<file path="config.mk">
export PLATFORM = sky130hd
export DESIGN_NAME = bio_top
export DESIGN_NICKNAME = d
export VERILOG_FILES = /design/src/bio_pkg.sv /design/src/bio_port.sv /design/src/bio_sync.sv /design/src/bio_top.sv
export SDC_FILE = /design/constraint.sdc
export NUM_CORES = 1
export LEC_CHECK = 0
export BUFFER_PORTS_ARGS = -buffer_cell sky130_fd_sc_hd__buf_4
export CELL_PAD_IN_SITES_DETAIL_PLACEMENT = 1
export CELL_PAD_IN_SITES_GLOBAL_PLACEMENT = 2
export CORE_MARGIN = 2
export CORE_UTILIZATION = 37
export CTS_BUF_LIST = sky130_fd_sc_hd__clkbuf_8 sky130_fd_sc_hd__clkbuf_16
export CTS_CLUSTER_DIAMETER = 200
export DETAILED_ROUTE_END_ITERATION = 12
export PLACE_DENSITY = 0.94
export SLEW_MARGIN = 20
export SYNTH_ARGS = -nofsm -noshare
export SYNTH_HDL_FRONTEND = slang
export SYNTH_SLANG_ARGS = --single-unit
</file>
<file path="constraint.sdc">
create_clock -name ref_clk_in -period 4.2 [get_ports ref_clk_in]
set_input_delay 0.42 -clock ref_clk_in [delete_from_list [all_inputs] [get_ports ref_clk_in]]
set_output_delay 0.42 -clock ref_clk_in [all_outputs]
set_load 0.02 [all_outputs]
</file>
<file path="src/bio_pkg.sv">
package bio_pkg;
	// ****************************************
	// Register indices
	// ****************************************
	localparam logic [2:0] BIO_PORT_A_DATA       = 3'h0;
	localparam logic [2:0] BIO_PORT_A_DIRECTION  = 3'h1;
	localparam logic [2:0] BIO_PORT_A_PULLUP     = 3'h2;
	localparam logic [2:0] BIO_PORT_A_WAKE       = 3'h3;
	localparam logic [2:0] BIO_PORT_B_DATA       = 3'h4;
	localparam logic [2:0] BIO_PORT_B_DIRECTION  = 3'h5;
	localparam logic [2:0] BIO_PORT_B_PULLUP     = 3'h6;
	// ****************************************
	// Reset values
	// ****************************************
	localparam logic [7:0] BIO_DATA_RST          = 8'hFF;
	localparam logic [7:0] BIO_DIR_RST           = 8'hFF;
	localparam logic [7:0] BIO_PULLUP_RST        = 8'h00;
	localparam logic [7:0] BIO_WAKE_RST          = 8'h00;
	localparam logic [7:0] BIO_READ_IDLE         = 8'h00;

	typedef struct packed {
		logic       wr;
		logic       rd;
		logic [2:0] addr;
		logic [7:0] wdata;
	} bio_bus_s;
endpackage : bio_pkg

</file>
<file path="src/bio_port.sv">
`timescale 1ns/10ps
module bio_port
	import bio_pkg::*;
#(
	parameter int  WIDTH = 8,
	parameter logic [7:0] IMPL = 8'hFF
) (
	// Clock and reset
	input  wire logic       ref_clk_in,
	input  wire logic       resetn_in,
	// Register writes
	input  wire logic       data_wr_in,
	input  wire logic       dir_wr_in,
	input  wire logic       pu_wr_in,
	input  wire logic [7:0] wdata_in,
	// Pin side
	input  wire logic [7:0] pin_sync_in,
	input  wire logic [7:0] nmos_in,
	output logic      [7:0] pin_out,
	output logic      [7:0] pin_oe_out,
	output logic      [7:0] pullup_out,
	// Register views
	output logic      [7:0] data_q_out,
	output logic      [7:0] dir_q_out,
	output logic      [7:0] pu_q_out,
	output logic      [7:0] data_rd_out
);
	logic [7:0] data_q;
	logic [7:0] dir_q;
	logic [7:0] pu_q;

	// ****************************************
	// Latches
	// ****************************************
	always_ff @(posedge ref_clk_in or negedge resetn_in) begin
		if (!resetn_in) begin
			data_q <= BIO_DATA_RST & IMPL;
			dir_q  <= BIO_DIR_RST & IMPL;
			pu_q   <= BIO_PULLUP_RST;
		end else begin
			if (data_wr_in)
				data_q <= wdata_in & IMPL;
			if (dir_wr_in)
				dir_q <= wdata_in & IMPL;
			if (pu_wr_in)
				pu_q <= wdata_in & IMPL;
		end
	end

	// ****************************************
	// Pin drive and readback
	// ****************************************
	assign pin_out     = data_q;
	assign pin_oe_out  = ~dir_q & IMPL;
	assign pullup_out  = pu_q & (dir_q | nmos_in) & IMPL;
	assign data_rd_out = ((dir_q & pin_sync_in) |
	                     (~dir_q & data_q)) & IMPL;
	assign data_q_out  = data_q;
	assign dir_q_out   = dir_q;
	assign pu_q_out    = pu_q;

	AST_OUT_LATCH: assert property (@(posedge ref_clk_in) disable iff (!resetn_in)
		!data_wr_in |=> data_q == $past(data_q))
		else $error("data latch changed without a write");
	AST_OE: assert property (@(posedge ref_clk_in) disable iff (!resetn_in)
		dir_wr_in |=> pin_oe_out == (~$past(wdata_in) & IMPL))
		else $error("output enable does not follow direction");
	AST_PU: assert property (@(posedge ref_clk_in) disable iff (!resetn_in)
		(pullup_out & ~(dir_q | nmos_in)) == 8'h00)
		else $error("pull-up on while pin is cmos output");
	AST_PU_WR: assert property (@(posedge ref_clk_in)
		disable iff (!resetn_in)
		pu_wr_in |=> ((pullup_out ^ $past(wdata_in)) & dir_q & IMPL) == 8'h00)
		else $error("pull-up does not follow its enable bit");
endmodule : bio_port

</file>
<file path="src/bio_sync.sv">
`timescale 1ns/10ps
module bio_sync
	import bio_pkg::*;
#(
	parameter int WIDTH = 8
) (
	// Clock and reset
	input  wire logic             ref_clk_in,
	input  wire logic             resetn_in,
	// Data
	input  wire logic [WIDTH-1:0] async_in,
	output logic      [WIDTH-1:0] sync_out
);
	logic [WIDTH-1:0] meta_q;

	always_ff @(posedge ref_clk_in or negedge resetn_in) begin
		if (!resetn_in) begin
			meta_q   <= '0;
			sync_out <= '0;
		end else begin
			meta_q   <= async_in;
			sync_out <= meta_q;
		end
	end
endmodule : bio_sync

</file>
<file path="src/bio_top.sv">
`timescale 1ns/10ps
module bio_top
	import bio_pkg::*;
#(
	parameter logic [7:0] PA_IMPL = 8'hFF,
	parameter logic [7:0] PB_IMPL = 8'h3F
) (
	// Clock and reset
	input  wire logic       ref_clk_in,
	input  wire logic       resetn_in,
	// Core data memory access
	input  wire logic       reg_wr_in,
	input  wire logic       reg_rd_in,
	input  wire logic [2:0] reg_addr_in,
	input  wire logic [7:0] reg_wdata_in,
	output logic      [7:0] reg_rdata_out,
	// Core state
	input  wire logic       halt_mode_in,
	input  wire logic [7:0] pa_gpio_sel_in,
	input  wire logic [7:0] pa_nmos_in,
	input  wire logic [7:0] pb_nmos_in,
	output logic            wake_req_out,
	// Port A pins
	input  wire logic [7:0] pa_pin_in,
	output logic      [7:0] pa_pin_out,
	output logic      [7:0] pa_pin_oe_out,
	output logic      [7:0] pa_pullup_out,
	// Port B pins
	input  wire logic [7:0] pb_pin_in,
	output logic      [7:0] pb_pin_out,
	output logic      [7:0] pb_pin_oe_out,
	output logic      [7:0] pb_pullup_out
);
	bio_bus_s   bus;
	logic [7:0] pa_sync, pb_sync, pa_prev_q;
	logic [7:0] pa_data, pa_dir, pa_pu, pa_rd;
	logic [7:0] pb_data, pb_dir, pb_pu, pb_rd;
	logic [7:0] wake_q, rdata_q, rsel, fall;
	logic       wake_req_q;

	assign bus = '{wr: reg_wr_in, rd: reg_rd_in, addr: reg_addr_in,
	               wdata: reg_wdata_in};

	function automatic logic hit(input bio_bus_s b, input logic [2:0] a);
		hit = b.wr && (b.addr == a);
	endfunction : hit

	// ****************************************
	// Pin synchronisers
	// ****************************************
	bio_sync #(.WIDTH(8)) u_sync_a (
		.ref_clk_in (ref_clk_in),
		.resetn_in  (resetn_in),
		.async_in   (pa_pin_in),
		.sync_out   (pa_sync)
	);
	bio_sync #(.WIDTH(8)) u_sync_b (
		.ref_clk_in (ref_clk_in),
		.resetn_in  (resetn_in),
		.async_in   (pb_pin_in),
		.sync_out   (pb_sync)
	);

	// ****************************************
	// Ports
	// ****************************************
	bio_port #(.WIDTH(8), .IMPL(PA_IMPL)) u_port_a (
		.ref_clk_in  (ref_clk_in),
		.resetn_in   (resetn_in),
		.data_wr_in  (hit(bus, BIO_PORT_A_DATA)),
		.dir_wr_in   (hit(bus, BIO_PORT_A_DIRECTION)),
		.pu_wr_in    (hit(bus, BIO_PORT_A_PULLUP)),
		.wdata_in    (bus.wdata),
		.pin_sync_in (pa_sync),
		.nmos_in     (pa_nmos_in),
		.pin_out     (pa_pin_out),
		.pin_oe_out  (pa_pin_oe_out),
		.pullup_out  (pa_pullup_out),
		.data_q_out  (pa_data),
		.dir_q_out   (pa_dir),
		.pu_q_out    (pa_pu),
		.data_rd_out (pa_rd)
	);
	bio_port #(.WIDTH(8), .IMPL(PB_IMPL)) u_port_b (
		.ref_clk_in  (ref_clk_in),
		.resetn_in   (resetn_in),
		.data_wr_in  (hit(bus, BIO_PORT_B_DATA)),
		.dir_wr_in   (hit(bus, BIO_PORT_B_DIRECTION)),
		.pu_wr_in    (hit(bus, BIO_PORT_B_PULLUP)),
		.wdata_in    (bus.wdata),
		.pin_sync_in (pb_sync),
		.nmos_in     (pb_nmos_in),
		.pin_out     (pb_pin_out),
		.pin_oe_out  (pb_pin_oe_out),
		.pullup_out  (pb_pullup_out),
		.data_q_out  (pb_data),
		.dir_q_out   (pb_dir),
		.pu_q_out    (pb_pu),
		.data_rd_out (pb_rd)
	);

	// ****************************************
	// Wake enable and wake-up detect
	// ****************************************
	assign fall = pa_prev_q & ~pa_sync & wake_q & pa_gpio_sel_in;

	always_ff @(posedge ref_clk_in or negedge resetn_in) begin
		if (!resetn_in) begin
			wake_q     <= BIO_WAKE_RST;
			pa_prev_q  <= 8'h00;
			wake_req_q <= 1'b0;
		end else begin
			if (hit(bus, BIO_PORT_A_WAKE))
				wake_q <= bus.wdata & PA_IMPL;
			pa_prev_q  <= pa_sync;
			wake_req_q <= halt_mode_in && (fall != 8'h00);
		end
	end
	assign wake_req_out = wake_req_q;

	// ****************************************
	// Read path
	// ****************************************
	always_comb begin
		case (bus.addr)
			BIO_PORT_A_DATA:      rsel = pa_rd;
			BIO_PORT_A_DIRECTION: rsel = pa_dir;
			BIO_PORT_A_PULLUP:    rsel = pa_pu;
			BIO_PORT_A_WAKE:      rsel = wake_q;
			BIO_PORT_B_DATA:      rsel = pb_rd;
			BIO_PORT_B_DIRECTION: rsel = pb_dir;
			BIO_PORT_B_PULLUP:    rsel = pb_pu;
			default:              rsel = BIO_READ_IDLE;
		endcase
	end

	always_ff @(posedge ref_clk_in or negedge resetn_in) begin
		if (!resetn_in)
			rdata_q <= BIO_READ_IDLE;
		else if (bus.rd)
			rdata_q <= rsel;
	end
	assign reg_rdata_out = rdata_q;

	// ****************************************
	// Checks
	// ****************************************
	AST_WAKE_ONLY_HALT: assert property (@(posedge ref_clk_in)
		disable iff (!resetn_in)
		!$past(halt_mode_in) |-> !wake_req_out)
		else $error("wake request outside halt");
	AST_WAKE_FALL: assert property (@(posedge ref_clk_in)
		disable iff (!resetn_in)
		(halt_mode_in && (fall != 8'h00)) |=> wake_req_out)
		else $error("missed wake falling edge");
	AST_WAKE_DIS: assert property (@(posedge ref_clk_in)
		disable iff (!resetn_in)
		(wake_q == 8'h00) |=> !wake_req_out)
		else $error("wake without enable");
	AST_RD_UNIMPL: assert property (@(posedge ref_clk_in)
		disable iff (!resetn_in)
		bus.rd && bus.addr == BIO_PORT_B_DATA
		|=> (reg_rdata_out & ~PB_IMPL) == 8'h00)
		else $error("unimplemented bit read nonzero");
	AST_RD_INPUT: assert property (@(posedge ref_clk_in)
		disable iff (!resetn_in)
		bus.rd && bus.addr == BIO_PORT_A_DATA
		|=> reg_rdata_out == $past(((pa_dir & pa_sync) |
		    (~pa_dir & pa_data)) & PA_IMPL))
		else $error("port A readback wrong");
	AST_DIR_RST: assert property (@(posedge ref_clk_in)
		$rose(resetn_in) |-> pa_dir == PA_IMPL)
		else $error("direction not input after reset");

	COV_WAKE: cover property (@(posedge ref_clk_in) wake_req_out);
	COV_OUT: cover property (@(posedge ref_clk_in) pa_pin_oe_out != 8'h00);
	COV_PU: cover property (@(posedge ref_clk_in) pb_pullup_out != 8'h00);
endmodule : bio_top

</file>
* After elaboration in Yosys (flattened, before gate mapping)
Cells that the tools add are included.
Storage, ports and cells: word-level logic and storage cells 47, bits of input ports 56, bits in registers 95, output and inout bits 57
Operators by class: bitwise operators 16, equality and inequality tests 6, reduce and logical (&&, ||, !) cells 10, multiplexer cells 1
Operators with widths (number):
- 8-bit case mux with 7 select lines | 1
- 8-bit AND | 6
- 6-bit AND | 3
- 8-bit inverter | 2
- 8-bit bitwise OR | 2
- 6-bit bitwise OR | 2
- 3-bit equality test, second input constant | 3
- 1-bit logical AND | 8
- 8-bit nonzero test | 1
- 3-bit by 2-bit equality test with 1-bit output, second input constant | 2
- 6-bit inverter | 1
- 3-bit by 1-bit equality test with 1-bit output, second input constant | 1
- 3-bit logical NOT | 1

* Depth between registers and ports, before layout
depth after elaboration 6, mapped depth 7, depth with buffers taken out 4

* Modules after synthesis
A second synthesis with hierarchy kept.
Second synthesis, totals: cell total of the unflattened synthesis 343, area total of the unflattened synthesis 4640.7 µm²
By module, submodules not included:
- bio_top | instances 1, sequential area each 625.6 µm², cells an instance 150, area an instance 1526.5 µm²
- bio_port (u_port_a) | instances 1, sequential area each 620.6 µm², cells an instance 83, area an instance 1255.0 µm²
- bio_port (u_port_b) | instances 1, sequential area each 465.4 µm², cells an instance 78, area an instance 1058.5 µm²
- bio_sync | instances 2, sequential area each 400.4 µm², cells an instance 16, area an instance 400.4 µm²

* Worst setup path before layout
No wires, ideal clock.
path type input to register, from input port reg_addr_in[2], to register wake_q[0], data arrival time 1.449 ns, setup slack 2.626 ns, setup time 0.125 ns, cell stages on the path 5, required time 4.075 ns, buffers on the path 2, path through buf_6 > nand2b_4 > or3_1 > buf_6 > mux2_4
On the way: longest elaborated chain between the ends 2
Ends and longest elaborated chain:
- start, declared | RTL line bio_top.sv:14 | input wire logic [2:0] reg_addr_in,
- 3-bit by 2-bit equality test with 1-bit output | RTL line bio_top.sv:45 | hit = b.wr && (b.addr == a);
- 1-bit logical AND | RTL line bio_top.sv:45
- end signal, assigned | RTL line bio_top.sv:114 | wake_q <= bus.wdata & PA_IMPL;
- end, declared | RTL line bio_top.sv:38 | logic [7:0] wake_q, rdata_q, rsel, fall;
Every way passes these cells. A chain may end at the register's enable or synchronous reset.

* Final worst setup path
from input port reg_addr_in[0], to register wake_q[3]
Same word-level chain as after synthesis.

==> results.cfg <==
[power]
switching_power_w = 0.000757
power_switching_share_pct = 31.4
p_leak_nw = 2.34
combPwrFrac_pct = 28.2
clkPwrFrac_pct = 21.3
p_per_area_mw_per_mm2 = 472
peakVddDrop_uv = 226
power_w = 0.00241
seqPwrFrac_pct = 50.5
p_int_w = 0.00166

[place]
place.gp.congestion = 0.804
port_buffers = 102
placement.cell_area_mm2 = 0.00495
dp_cells = 537
post-dp-hpwl_mm = 7.89

[worst_setup_path]
end_kind = flip-flop
critPathMaxFanout = 28
worstPathArrival_ns = 2.03
cp-start-kind = input pin
required_ns = 4.45
crit_type = input pin to flip-flop

[detailed_routing]
wl_per_cell_um = 20.0
vias = 2892
drtIter0Drc = 90
via_per_inst = 5.23
antenna_left = 0
wl_mm = 11.1
drtPass1Iterations = 4
drcViolationCount = 0

[timing]
fin_crit_ns = 1.78
hold_violations = 0
tightest_slew_ns = 0.863
finalSetupViolCount = 0
fmax_mhz = 561
max-slew-margin-rel_pct = 42.1
skew_ns = 0.00856
slew_viol_final = 0
rsz0062_at_grt = no
tns_ns = 0
finalCritPeriodShare_pct = 42.4

[clock_tree]
cts_resized = 0
cts.clk_slew.worst_paths_ns = 0.09
root_buffer = clkbuf_8
cts_tree = done
cts_buffer_depth = 2
clock-sinks = 95
cts-buffers-inserted = 9
postCtsSetupRepairBufs = 0
ctsHtreeMaxLevel = 3
ctsHoldBuffers = 0
clock_latency_ns = 0.36

[final_layout]
ff_latch_area_mm2 = 0.00241
fillerInstances = 1160
antenna_cells = 0
multi_input_area_mm2 = 0.00151
drive_above_1_share_pct = 48.7
post-route-util_pct = 47.1
finalNetCount = 464
instances_no_fill = 553
finalInstanceArea_mm2 = 0.00511
area_delta_synth_final_pct = 24.2

[yosys]
synth_ff_type = dfrtp_1
ys_ff_latch = 95
syn_area_per_cell_um2 = 13.4
yosys_warnings = 0
async_reset_ff_share_pct = 100
synth.most_common_cell = dfrtp_1
synth_edf_count = 0
synth.cell_area_mm2 = 0.00411
synth_common_cells = dfrtp_1 (67), mux2_2 (37), dfstp_2 (28), o21a_1 (19), inv_1 (16)
yosysUniqueCellTypes = 44
ys_seq_area_share_pct = 58.6
yosysTopAreaCellShare_pct = 40.8
synth_area_leader_cell = dfrtp_1
synth_area_leaders = dfrtp_1 (41%), dfstp_2 (18%), mux2_2 (10%), mux2_4 (5.1%), o21a_1 (3.5%)
syn_inst = 308

[floorplan]
io_pins = 113
die_h_um = 109
rows = 38
dieArea_mm2 = 0.0120
floorplan.initialDensity_pct = 38.0
coreArea_mm2 = 0.0108
die_w_um = 109

[grt]
antenna_found_initial = 0
grt_pass1_wl_mm = 17.1
grt_max_degree = 63
grt-ovfl-total = 0
gr-usage-all-layers_pct = 19.4
grt_pass1_vias = 3160

[worst_hold_path]
hold_path_class = input pin to asynchronous set/reset pin

[status]
status = completed

[run]
maxCapViolCount = 0
[layout by cell type, fill, tap and decap left out, drive strengths merged, types with 5 or more instances in the layout]
| master | instances |
|---|---|
| buf | 104 |
| dfrtp | 67 |
| a31oi | 5 |
| conb | 6 |
| nand4b | 8 |
| nor3 | 7 |
| nand2 | 13 |
| nand2b | 5 |
| mux2i | 11 |
| nor2 | 7 |
| inv | 23 |
| o21ai | 11 |
| clkbuf | 10 |
| mux2 | 51 |
| dfstp | 28 |
| o22ai | 5 |
| o21a | 19 |
[cell families after synthesis]
family / share of synthesized area, %
AOI/OAI and AO/OA: 10.3
other: 0.0912
and+or+nand+nor: 8.00
DFF: 58.6
buffers and inverters: 5.02
muxes: 17.9
[power by group through the flow]
stage | clock network, W | logic [W] | registers (W)
2_1_floorplan | 0 | 0.000357 | 0.00125
3_3_place_gp | 0 | 0.000667 | 0.00122
3_5_place_dp | 0 | 0.000688 | 0.00124
4_1_cts | 0.000534 | 0.000691 | 0.00122
5_1_grt | 0.000573 | 0.000733 | 0.00124
6_report | 0.000514 | 0.000681 | 0.00122
[critical path, cell delays in order]
cell and delay, ns:
buf_4 0.33, inv_2 0.21, or3_1 0.66, mux2_4 0.39
[sequential cells by signal (all words and copies together), names as in the netlist]
name / cells
pa_prev_q: 8
reg_rdata_out: 8
u_port_b.dir_q_out: 6
u_sync_b.meta_q: 6
u_sync_b.sync_out: 6
u_port_a.dir_q_out: 8
u_port_b.pu_q_out: 6
u_port_b.data_q_out: 6
u_port_a.pu_q_out: 8
u_port_a.data_q_out: 8
u_sync_a.meta_q: 8
wake_q: 8
u_sync_a.sync_out: 8
wake_req_out: 1
[worst paths after layout]
| kind | end | slack (ns) | cells after the start | start |
|---|---|---|---|---|
| max in group asynchronous | u_port_a.data_q_out[7]$_DFFE_PN1P_ | 3.10 | 2 | resetn_in |
| worst max-delay path | wake_q[3]$_DFFE_PN0P_ | 2.42 | 4 | reg_addr_in[0] |
| worst min register to register | u_sync_a.sync_out[7]$_DFF_PN0_ | 0.36 | 0 | u_sync_a.meta_q[7]$_DFF_PN0_ |
| min in group ref_clk_in | u_sync_a.meta_q[2]$_DFF_PN0_ | 0.16 | 1 | pa_pin_in[2] |
| worst max register to register | reg_rdata_out[1]$_DFFE_PN0P_ | 2.50 | 4 | u_port_b.dir_q_out[1]$_DFFE_PN1P_ |
| worst min-delay path | u_sync_b.meta_q[2]$_DFF_PN0_ | 0.13 | 1 | resetn_in |
[per-layer routing]
metal / wire (um) / GRT usage (%)
met2: 5500 / 30.3
met4: 248 / 9.31
met5: 0 / 0
met3: 601 / 4.03
met1: 4730 / 25.7
[layout make-up]
class	instances	area share, %
clock inverter	6	0.465
timing repair buffer	104	15.3
sequential	95	47.2
inverter	18	1.32
clock buffer	10	2.69
multi-input combinational	180	29.6
tap	140	3.43
[metrics by stage]
step / setup slack [ns] / hold WS, ns
after global routing: 2.35 / 0.141
after global placement: 2.06 / 0.334
after CTS: 2.43 / 0.144
final: 2.42 / 0.132
after detailed placement: 2.03 / 0.336
after floorplan: 2.63 / 0.124
Power figures use the tool's default switching activity.
